File: config.mk
export PLATFORM = sky130hd
export DESIGN_NAME = irc_top
export DESIGN_NICKNAME = d
export VERILOG_FILES = /design/src/include/irc_pkg.sv /design/src/design/irc_top.sv
export VERILOG_INCLUDE_DIRS = /design/src /design/src/include
export SDC_FILE = /design/constraint.sdc
export NUM_CORES = 1
export LEC_CHECK = 0
export ABC_AREA = 1
export ABC_CLOCK_PERIOD_IN_PS = 1550
export BUFFER_PORTS_ARGS = -buffer_cell sky130_fd_sc_hd__buf_2
export CAP_MARGIN = 20
export CORE_MARGIN = 2
export CORE_UTILIZATION = 47
export DETAILED_ROUTE_END_ITERATION = 7
export PLACE_DENSITY = 0.79
export SLEW_MARGIN = 20
export SYNTH_ARGS = -nofsm -noshare
export SYNTH_HDL_FRONTEND = slang
export SYNTH_SLANG_ARGS = --single-unit
File: constraint.sdc
create_clock -name clk_sys -period 1.55 [get_ports clk_sys]
set_input_delay 0 -clock clk_sys [delete_from_list [all_inputs] [get_ports clk_sys]]
set_output_delay 0 -clock clk_sys [all_outputs]
set_load 0.01 [all_outputs]
File: src/include/irc_defines.svh
// Constants for the interrupt and reset-cause block
`ifndef IRC_DEFINES_SVH
`define IRC_DEFINES_SVH
// ============================================================
// Register addresses
`define IRC_ADDR_STATUS   4'h0
`define IRC_ADDR_FLAGS    4'h1
`define IRC_ADDR_MASK     4'h2
`define IRC_ADDR_CTRL     4'h3
// ============================================================
// Field positions
`define IRC_BIT_TMR       0
`define IRC_BIT_CHG       1
`define IRC_BIT_EXT       2
`define IRC_BIT_TO        4
`define IRC_BIT_PD        3
`define IRC_BIT_GIE       0
`define IRC_BIT_SLEEP     1
// ============================================================
// Reset values and vectors
`define IRC_MASK_RST      3'h0
`define IRC_VEC_INT       10'h008
`define IRC_VEC_TRAP      10'h001
`endif

File: src/include/irc_pkg.sv
// Types for the interrupt and reset-cause block
package irc_pkg;
	// ============================================================
	// Core run state
	typedef enum logic [0:0] {
		IRC_RUN,
		IRC_SLEEP
	} irc_state_t;
	// Cause of a reset
	typedef enum logic [1:0] {
		IRC_RC_NONE,
		IRC_RC_PIN,
		IRC_RC_WDOG
	} irc_cause_t;
endpackage : irc_pkg

File: src/design/irc_top.sv
// Interrupt control and reset-cause status logic
`timescale 1ns/100ps
`include "irc_defines.svh"
// Notes on behaviour
// - Reset from power-on, reset pin pulse or watchdog; power-on sets both flags.
// - Pin reset while running keeps time-out and power-down flags.
// - Pin reset waking from sleep: time-out 1, power-down 0.
// - Watchdog reset while running: time-out 0, power-down kept.
// - Watchdog reset waking from sleep: both flags 0.
// - Port change wake-up: time-out 1, power-down 0.
// - Watchdog clear sets both; time-out clears time-out; sleep sets 1,0.
// - Three sources: falling edges of timer overflow and external pin, and any port change.
// - Port change ignores output pins and bit 0 when used as external input.
// - Port change wakes sleep only if enabled before sleep began.
// - After change wake-up: continue sequentially, or vector 008H if enabled.
// - Flag register holds each request; mask register gates each source.
// - Enable instruction sets global enable; disable instruction clears it.
// - Enabled interrupt fetches next instruction from 008H.
// - All flags but port change set regardless of mask and global enable.
// - Reading the flag register returns flags AND mask.
// - Return-from-interrupt ends service and sets global enable.
// - Software trap with interrupts enabled fetches from 001H.
module irc_top
	import irc_pkg::*;
#(
	parameter int PORT_W = 8,
	parameter int PC_W   = 10
) (
	input  wire logic              clk_sys,
	input  wire logic              rst,
	input  wire logic              por,
	input  wire logic              reset_pin_pulse,
	input  wire logic              watchdog_timeout,
	input  wire logic              watchdog_clear_instr,
	input  wire logic              sleep_instr,
	input  wire logic              global_int_enable_instr,
	input  wire logic              global_int_disable_instr,
	input  wire logic              return_from_interrupt_instr,
	input  wire logic              soft_trap_instr,
	input  wire logic              timer_counter_overflow,
	input  wire logic [PORT_W-1:0] port6_in,
	input  wire logic [PORT_W-1:0] port6_is_output,
	input  wire logic              ext_int_select,
	input  wire logic              port6_read,
	input  wire logic [PC_W-1:0]   next_pc,
	input  wire logic [3:0]        reg_addr,
	input  wire logic [7:0]        reg_wdata,
	input  wire logic              reg_wr,
	input  wire logic              reg_rd,
	output logic      [7:0]        reg_rdata,
	output logic                   core_reset_ff,
	output logic                   sleeping_ff,
	output logic                   vector_load_ff,
	output logic      [PC_W-1:0]   vector_addr_ff,
	output logic                   stack_push_ff,
	output logic      [PC_W-1:0]   stack_data_ff,
	output logic                   time_out_flag_ff,
	output logic                   power_down_flag_ff,
	output logic                   global_enable_ff
);
	// ============================================================
	// Elaboration check
	if (PORT_W < 2 || PC_W < 4) begin : g_chk
		$error("irc_top: PORT_W must be at least 2 and PC_W at least 4");
	end

	// ============================================================
	// State
	// Flags and mask share one layout: timer, change, external
	irc_state_t        state_ff;
	logic [2:0]        flags_ff;
	logic [2:0]        mask_ff;
	logic [PORT_W-1:0] port_ref_ff;
	logic              ext_prev_ff;
	logic              tmr_prev_ff;
	logic              chg_armed_ff;
	logic [2:0]        nxt_flag_set;
	logic              chg_event;
	logic              ext_fall;
	logic              tmr_fall;
	logic              int_take;
	logic              wake_chg;
	logic [PORT_W-1:0] chg_mask;
	logic [PORT_W-1:0] diff_bits;
	logic              flags_wr;
	logic              mask_wr;
	logic              ctrl_wr;
	logic              sleeping;
	logic              nxt_sleep;

	// Sleep state as a plain level for the logic below
	assign sleeping = (state_ff == IRC_SLEEP);

	// ============================================================
	// Change detection
	// Pins eligible for change detection; an output pin would only see
	// its own drive, and bit 0 has its own edge path when selected
	// as the external interrupt input
	genvar gi;
	generate
		for (gi = 0; gi < PORT_W; gi++) begin : g_chg
			if (gi == 0) begin : g_b0
				assign chg_mask[gi] = ~port6_is_output[gi] & ~ext_int_select;
			end else begin : g_bn
				assign chg_mask[gi] = ~port6_is_output[gi];
			end
			assign diff_bits[gi] = chg_mask[gi] & (port6_in[gi] ^ port_ref_ff[gi]);
		end
	endgenerate

	// ============================================================
	// Event detection
	// Falling-edge detection on the timer and external sources; each event lasts one
	// cycle, so a line held low never sets its flag twice
	// The change event is any eligible pin differing from the reference
	assign tmr_fall  = tmr_prev_ff & ~timer_counter_overflow;
	assign ext_fall  = ext_int_select & ext_prev_ff & ~port6_in[0];
	assign chg_event = |diff_bits;
	// Change flag only when its mask is set; others ignore mask
	assign nxt_flag_set[`IRC_BIT_TMR] = tmr_fall;
	assign nxt_flag_set[`IRC_BIT_EXT] = ext_fall;
	assign nxt_flag_set[`IRC_BIT_CHG] = chg_event & mask_ff[`IRC_BIT_CHG];
	// Wake only if armed before sleep
	// The wake path reads the armed copy, not the live mask
	assign wake_chg = sleeping & chg_event & chg_armed_ff;
	// Entry waits until the core is awake and out of reset
	assign int_take = global_enable_ff & |(flags_ff & mask_ff) & ~sleeping
		& ~core_reset_ff;

	// ============================================================
	// Register write decode
	// Writes to unmapped addresses decode to nothing and are dropped
	// A flags write is ORed with same-cycle events further down
	assign flags_wr = reg_wr & (reg_addr == `IRC_ADDR_FLAGS);
	assign mask_wr  = reg_wr & (reg_addr == `IRC_ADDR_MASK);
	assign ctrl_wr  = reg_wr & (reg_addr == `IRC_ADDR_CTRL);

	// ============================================================
	// Edge history
	// Timer history starts low, so a low line after reset is no edge
	// External history starts high, the idle level of the pin
	always_ff @(posedge clk_sys) begin
		if (rst) begin
			tmr_prev_ff <= 1'b0;
			ext_prev_ff <= 1'b1;
		end else begin
			tmr_prev_ff <= timer_counter_overflow;
			ext_prev_ff <= port6_in[0];
		end
	end

	// Port reference, refreshed by a port read
	// It also follows each detected change, so one change counts once
	always_ff @(posedge clk_sys) begin
		if (rst) begin
			port_ref_ff <= '0;
		end else if (port6_read || chg_event) begin
			port_ref_ff <= port6_in;
		end
	end

	// ============================================================
	// Interrupt flags and mask
	// Interrupt flags: event set wins over software clear
	// Any reset cause clears them, so no request outlives a reset
	always_ff @(posedge clk_sys) begin
		if (rst || por || reset_pin_pulse || watchdog_timeout) begin
			flags_ff <= 3'h0;
		end else if (flags_wr) begin
			flags_ff <= reg_wdata[2:0] | nxt_flag_set;
		end else begin
			flags_ff <= flags_ff | nxt_flag_set;
		end
	end

	// Mask register
	always_ff @(posedge clk_sys) begin
		if (rst || por || reset_pin_pulse || watchdog_timeout) begin
			mask_ff <= `IRC_MASK_RST;
		end else if (mask_wr) begin
			mask_ff <= reg_wdata[2:0];
		end
	end

	// ============================================================
	// Sleep control
	// Arm change wake-up when the sleep instruction enters sleep
	// The mask is sampled at entry; enabling it later cannot wake
	// Running disarms, so a stale arm cannot wake a later sleep
	always_ff @(posedge clk_sys) begin
		if (rst) begin
			chg_armed_ff <= 1'b0;
		end else if (sleep_instr && !sleeping) begin
			chg_armed_ff <= mask_ff[`IRC_BIT_CHG];
		end else if (!sleeping) begin
			chg_armed_ff <= 1'b0;
		end
	end

	// Next run state, shared by the state register and its output copy
	always_comb begin
		nxt_sleep = sleeping;
		if (por || reset_pin_pulse || watchdog_timeout || wake_chg) begin
			nxt_sleep = 1'b0;
		end else if (sleep_instr || (ctrl_wr && reg_wdata[`IRC_BIT_SLEEP])) begin
			nxt_sleep = 1'b1;
		end
	end

	// Run and sleep state
	always_ff @(posedge clk_sys) begin
		if (rst) begin
			state_ff <= IRC_RUN;
		end else if (nxt_sleep) begin
			state_ff <= IRC_SLEEP;
		end else begin
			state_ff <= IRC_RUN;
		end
	end

	// ============================================================
	// Reset and status
	// Core reset pulse on any reset cause
	// Held high through the bench reset so the core starts cleanly
	always_ff @(posedge clk_sys) begin
		if (rst) begin
			core_reset_ff <= 1'b1;
		end else begin
			core_reset_ff <= por | reset_pin_pulse | watchdog_timeout;
		end
	end

	// Sleep output loads the same next state, so it never lags the state
	always_ff @(posedge clk_sys) begin
		if (rst) begin
			sleeping_ff <= 1'b0;
		end else begin
			sleeping_ff <= nxt_sleep;
		end
	end

	// Time-out and power-down status flags
	// Priority: power-on, pin, watchdog, change wake, clear, sleep
	// Only the sleep state decides between the run and wake columns
	always_ff @(posedge clk_sys) begin
		if (rst || por) begin
			time_out_flag_ff   <= 1'b1;
			power_down_flag_ff <= 1'b1;
		end else if (reset_pin_pulse) begin
			if (sleeping) begin
				time_out_flag_ff   <= 1'b1;
				power_down_flag_ff <= 1'b0;
			end
		end else if (watchdog_timeout) begin
			time_out_flag_ff <= 1'b0;
			if (sleeping) begin
				power_down_flag_ff <= 1'b0;
			end
		end else if (wake_chg) begin
			time_out_flag_ff   <= 1'b1;
			power_down_flag_ff <= 1'b0;
		end else if (watchdog_clear_instr) begin
			time_out_flag_ff   <= 1'b1;
			power_down_flag_ff <= 1'b1;
		end else if (sleep_instr) begin
			time_out_flag_ff   <= 1'b1;
			power_down_flag_ff <= 1'b0;
		end
	end

	// ============================================================
	// Global enable and vectoring
	// Global interrupt enable
	// Entry clears the enable so that a handler cannot be re-entered
	// Disable beats enable when both arrive in one cycle
	always_ff @(posedge clk_sys) begin
		if (rst || por || reset_pin_pulse || watchdog_timeout) begin
			global_enable_ff <= 1'b0;
		end else if (int_take || (soft_trap_instr && global_enable_ff)
			|| (wake_chg && global_enable_ff)) begin
			global_enable_ff <= 1'b0;
		end else if (global_int_disable_instr) begin
			global_enable_ff <= 1'b0;
		end else if (global_int_enable_instr || return_from_interrupt_instr) begin
			global_enable_ff <= 1'b1;
		end else if (ctrl_wr) begin
			global_enable_ff <= reg_wdata[`IRC_BIT_GIE];
		end
	end

	// Vectoring and return-address push
	// A reset cause vectors to address zero and pushes nothing
	// The return address is captured in the cycle the entry is decided
	always_ff @(posedge clk_sys) begin
		if (rst) begin
			vector_load_ff <= 1'b0;
			vector_addr_ff <= '0;
			stack_push_ff  <= 1'b0;
			stack_data_ff  <= '0;
		end else begin
			vector_load_ff <= 1'b0;
			stack_push_ff  <= 1'b0;
			if (por || reset_pin_pulse || watchdog_timeout) begin
				vector_load_ff <= 1'b1;
				vector_addr_ff <= '0;
			end else if (soft_trap_instr && global_enable_ff) begin
				vector_load_ff <= 1'b1;
				vector_addr_ff <= PC_W'(`IRC_VEC_TRAP);
				stack_push_ff  <= 1'b1;
				stack_data_ff  <= next_pc;
			end else if ((wake_chg && global_enable_ff) || int_take) begin
				vector_load_ff <= 1'b1;
				vector_addr_ff <= PC_W'(`IRC_VEC_INT);
				stack_push_ff  <= 1'b1;
				stack_data_ff  <= next_pc;
			end
		end
	end

	// ============================================================
	// Register read port
	// Register read port, data one cycle after strobe
	// Idle cycles return zero, so several ports can be ORed together
	// Status bits sit at their documented positions, others read zero
	always_ff @(posedge clk_sys) begin
		if (rst) begin
			reg_rdata <= 8'h00;
		end else if (reg_rd) begin
			unique case (reg_addr)
				`IRC_ADDR_STATUS: reg_rdata <= {3'h0, time_out_flag_ff,
					power_down_flag_ff, 3'h0};
				`IRC_ADDR_FLAGS:  reg_rdata <= {5'h00, flags_ff & mask_ff};
				`IRC_ADDR_MASK:   reg_rdata <= {5'h00, mask_ff};
				`IRC_ADDR_CTRL:   reg_rdata <= {6'h00, sleeping, global_enable_ff};
				default:          reg_rdata <= 8'h00;
			endcase
		end else begin
			reg_rdata <= 8'h00;
		end
	end
endmodule : irc_top

**Word level (Yosys, flattened, before mapping)**

Cells that the tools add are included.

- Muxes and demuxes: 28
- Bitwise logic cells: 49
- Reduce and logical (&&, ||, !) cells: 29
- Equal/unequal tests: 5

Operator list:

| cell | count |
|---|---|
| 2-to-1 mux 1 bit | 24 |
| AND 1 bit | 21 |
| 2-to-1 mux 10 bit | 2 |
| one-hot mux 5 bit (4 select lines) | 1 |
| inverter 1 bit | 15 |
| logical OR 1 bit | 12 |
| OR reduction 3 bit | 3 |
| == test 4 x 2 -> 1 bit, second input constant | 2 |
| OR reduction 8 bit | 1 |
| bitwise XOR 1 bit | 8 |
| bitwise OR 3 bit | 2 |
| nonzero test 5 bit | 1 |
| == test 4 x 1 -> 1 bit, second input constant | 1 |
| logical AND 1 bit | 4 |
| zero test 4 bit | 1 |
| != test 2 x 1 -> 1 bit, second input constant | 2 |
| AND reduction 2 bit | 2 |
| nonzero test 2 bit | 2 |
| OR reduction 2 bit | 2 |
| AND 3 bit | 1 |
| 2-to-1 mux 3 bit | 1 |
| bitwise OR 1 bit | 2 |
| zero test 1 bit | 1 |

- Output and inout bits: 35
- Flip-flop bits (word level): 45

**Longest topological paths before layout**

- Depth after elaboration: 11
- Gate-level depth with buffers: 12
- Depth with buffers taken out: 11

**Worst setup path after synthesis**

Ideal clock, no wire load.

- Kind: flip-flop to flip-flop
- From: reg port_ref_ff[3]
- To: reg port_ref_ff[0]
- Clock period less this slack: 1,356 ps
- Cell stages (with the launch flop): 11
- Setup slack: 194 ps
- Data arrival time: 1,244 ps
- Data required time: 1,437 ps
- Path buffers: 2
- Cells stage by stage: dfxtp_1 > nand2_1 > nand3_1 > nand2_1 > nor2_1 > nand2_1 > or2_1 > buf_6 > buf_6 > nor2_1 > nor2_1

- Word-level cells in the longest chain between the ends: 4

RTL lines:

| item | RTL line | RTL |
|---|---|---|
| from (decl) | irc_top.sv:73 | `logic [PORT_W-1:0] port_ref_ff;` |
| from (signal assigned) | irc_top.sv:158 | `port_ref_ff <= port6_in;` |
| bitwise XOR 1 bit | irc_top.sv:107 | `assign diff_bits[gi] = chg_mask[gi] & (port6_in[gi] ^ port_ref_ff[gi]);` |
| AND 1 bit | irc_top.sv:107 |  |
| OR reduction 8 bit | irc_top.sv:118 | `assign chg_event = \|diff_bits;` |
| logical OR 1 bit | irc_top.sv:157 | `end else if (port6_read \|\| chg_event) begin` |

No other way between the ends.
A chain may end at the register's enable or synchronous reset.

**Final worst setup path**

- From: reg state_ff, in the netlist sleeping
- To: reg stack_data_ff[7]

- Word-level cells in the longest chain between the ends: 6
- Elaborated cells on any way between the ends: 9
- Those cells by class: bitwise (5); reduce/logical (4)

RTL lines:

| item | RTL line | RTL |
|---|---|---|
| from (decl) | irc_top.sv:70 | `irc_state_t state_ff;` |
| from (signal assigned) | irc_top.sv:213 | `state_ff <= IRC_RUN;` |
| from (signal assigned) | irc_top.sv:215 | `state_ff <= IRC_SLEEP;` |
| from (signal assigned) | irc_top.sv:217 | `state_ff <= IRC_RUN;` |
| AND 1 bit or inverter 1 bit (tied branches) | irc_top.sv:125, irc_top.sv:127 |  |
| AND 1 bit, on equally long branches | irc_top.sv:125, irc_top.sv:127 |  |
| logical AND 1 bit or AND 1 bit (tied branches) | irc_top.sv:311, irc_top.sv:128 |  |
| logical OR 1 bit (*) | irc_top.sv:311 | `end else if ((wake_chg && global_enable_ff) \|\| int_take) begin` |
| nonzero test 2 bit (no line) (*) | n/a |  |
| AND reduction 2 bit (no line) (*) | n/a |  |
| to (signal assigned) | irc_top.sv:310 | `stack_data_ff <= next_pc;` |
| to (signal assigned) | irc_top.sv:315 | `stack_data_ff <= next_pc;` |
| to (decl) | irc_top.sv:56 | `output logic [PC_W-1:0] stack_data_ff,` |

Every way passes the cells marked *; elsewhere a longest branch is shown, timed or not.

==> results.tsv <==
metric	value	unit
required	1.73	ns
max_freq	0.7116	GHz
die_h	69.67	um
synth_compound_area_frac	0.08519	
netlist_instances	312	
min_path_type	primary input to flop	
ios	89	
p_leak	0.001461	uW
dp_hpwl	3371	um
routed_via_density	4.566	
synth_mux_area_frac	0	
finClkSkew	0.001824	ns
fin_nets	451	
outcome	complete, no violations	
criticalPathCategory	flop to flop	
htreeDepth	2	
setup-tns-final	0	ns
antenna_found_initial	0	
cp_num_buf_inv	3	
endpoint_kind	flop	
netlist_area	2027	sq um
grt_overflow_total	0	
ys_seq_area_frac	0.4049	
power.density	774.5	nW/um^2
drtPass1Iterations	4	
ys_warn_count	0	
area_growth	30.56	%
timing.final.crit_share	0.9066	
numCtsBuffers	5	
synth_xor_area_frac	0	
rsz0062_at_grt	false	
synth.distinct_cells	22	
yosys.area_share.simple	0.3309	
grt_max_degree	23	
r2r_cells	8	
dieArea	4854	sq um
setup-violations-final	0	
worst_path_max_delay_cell	dfxtp_1	
drive_above_1_share	0.2645	
core-area	4086	sq um
clock-root-buffer	clkbuf_8	
clkSlewWorstSetupHoldPaths	0.07	ns
drv_slew	0	
path_max_fanout	11	
r2r-start	sleeping	
die_w	69.67	um
path_cells	inv_1 -> nand4_1 -> nand2_1 -> inv_1 -> nand2_4 -> clkbuf_16 -> a21oi_1 -> nor2_1	
vias	2041	
port_buffers	72	
routedWlPerCell	10.14	um
routed_wl	4532	um
maxCapViolCount	0	
grt_pass1_vias	1821	
min-delay-start	reset_pin_pulse	
first_iter_violations	144	
path_delay_family	flip-flops	
fin_crit	1.405	ns
core.rowCount	23	
worstPathArrival	1.59	ns
syn_avg_cell_area	6.497	sq um
grt_first_pass_wirelength	7679	um
synth_fa_ha_area_frac	0	
initial_core_util	0.4960	
cts_tree	done	
r2r_slack	0.14	ns
peakVddDrop	0.4549	mV
ys_ff_latch	41	
clkLatencyLatePin	0.28	ns
drc_errors	0	
crit_top_cell	inv_1	
cts_sinks	41	
place_congestion	0.8986	
r2r-end	stack_data_ff[7]	
diodes	0	
synth_top_family_by_area	simple AND/OR/NAND/NOR gates	
startpoint_type	flop	
max_stage_delay	0.40	ns
clock_path_buffers	2	
min_path_cells	3	
ant_nets	0	
whs	0.008569	ns
hold_violations	0	
grtUsageTotal	0.1936	
hold_end	time_out_flag_ff	
synthesized netlist by cell type, drive strengths merged:
cell type | count | area share
nand4 | 1 | 0.0031
nor3 | 6 | 0.015
conb | 1 | 0.0019
a31oi | 2 | 0.0062
dfxtp | 41 | 0.40
a21oi | 19 | 0.047
o211ai | 3 | 0.011
o221ai | 2 | 0.0086
nand3b | 4 | 0.015
nand3 | 28 | 0.069
nand2 | 80 | 0.15
buf | 16 | 0.060
nor2 | 40 | 0.075
or2 | 1 | 0.0031
clkbuf | 3 | 0.0056
o21ai | 5 | 0.012
inv | 60 | 0.11
worst max path at each step:
stage                   startpoint               end  slack [ns]  cells past startpoint
finish                    sleeping  stack_data_ff[7]        0.14                      8
global route        port_ref_ff[1]  stack_data_ff[9]        0.01                     11
CTS                 port_ref_ff[2]    port_ref_ff[1]        0.01                      9
detailed placement  port_ref_ff[2]    port_ref_ff[1]     0.00006                      9
global placement    port_ref_ff[2]    port_ref_ff[6]        0.06                      8
floorplan           port_ref_ff[3]    port_ref_ff[0]        0.19                     10
stage by stage:
| stage | cell area, sq um | util | worst slack, ns | total power (uW) | cells |
|---|---|---|---|---|---|
| 2_1_floorplan | 2064 | - | 0.1938 | 1281 | 322 |
| 3_3_place_gp | 2411 | 0.5900 | 0.06407 | 1358 | 431 |
| 3_5_place_dp | 2411 | 0.5900 | 0.00006339 | 1364 | 431 |
| 4_1_cts | 2577 | 0.6307 | 0.01478 | 2062 | 446 |
| 5_1_grt | 2646 | 0.6476 | 0.01215 | 2174 | 447 |
| 6_report | 2646 | 0.6476 | 0.1447 | 2050 | 447 |
tightest hold or removal path, cell delays in order:
cell      delay, ns
buf_2          0.10
o211ai_1       0.10
nand3_1        0.07
metal layers:
layer	global-route usage	vias to the layer above	wire length, um
met4	0.06410	0	50
met1	0.2343	875	1993
met5	0	-	0
li1	-	1101	-
met3	0.07413	6	287
met2	0.3162	59	2200
cell usage in the layout (no fill, tap or decap):
master / instances
a21oi_1: 17
o211ai_1: 3
dfxtp_2: 5
o21ai_0: 4
nand2_1: 76
clkbuf_1: 1
nor2_2: 3
conb_1: 11
buf_4: 5
nand3_1: 27
nand2_2: 3
a21oi_2: 2
or2_4: 1
o221ai_1: 2
nor2_1: 37
inv_1: 56
nor3_1: 6
o21ai_1: 1
a31oi_1: 2
dlygate4sd3_1: 8
inv_2: 4
buf_2: 72
nand3b_1: 4
nand4_1: 1
nand3_4: 1
nand2_4: 1
dfxtp_1: 36
buf_12: 1
clkbuf_16: 1
clkbuf_8: 6
cell type report:
type,count,area (sq um)
inverters,60,225.2
well taps,50,62.56
clock buffers,7,86.33
fillers,392,1440
multi-input cells,202,922.1
repair buffers,87,523.0
flip-flops and latches,41,827.0
where the power goes:
| part | switching, uW | internal [uW] | leakage [uW] |
|---|---|---|---|
| registers | 15.0 | 1080 | 0.000335 |
| clock network | 330 | 353 | 0.0000443 |
| logic | 151 | 121 | 0.00108 |
| total | 496 | 1550 | 0.00146 |
logic make-up after synthesis:
family                 after synthesis
AND/OR/NAND/NOR                    160
buffers and inverters               79
flip-flops                          41
AO/OA/AOI/OAI                       31
other                                1
sequential cells by signal, indices dropped and copies added, names as in the netlist:
signal,cells
port_ref_ff,8
stack_push_ff,1
tmr_prev_ff,1
sleeping,1
core_reset_ff,1
power_down_flag_ff,1
vector_addr_ff,2
global_enable_ff,1
ext_prev_ff,1
mask_ff,3
flags_ff,3
stack_data_ff,10
time_out_flag_ff,1
reg_rdata,5
chg_armed_ff,1
vector_load_ff,1
timing repair:
item                                   in CTS  in global routing
resized for setup                           1                 16
pin swaps                                   0                  2
endpoints found under the hold margin       8                  0
hold buffers                                8                  0
setup buffers                               0                  0
setup endpoints to repair                   1                 20
cloned                                      0                  1
No activity file was read; power rests on OpenSTA's default activity.
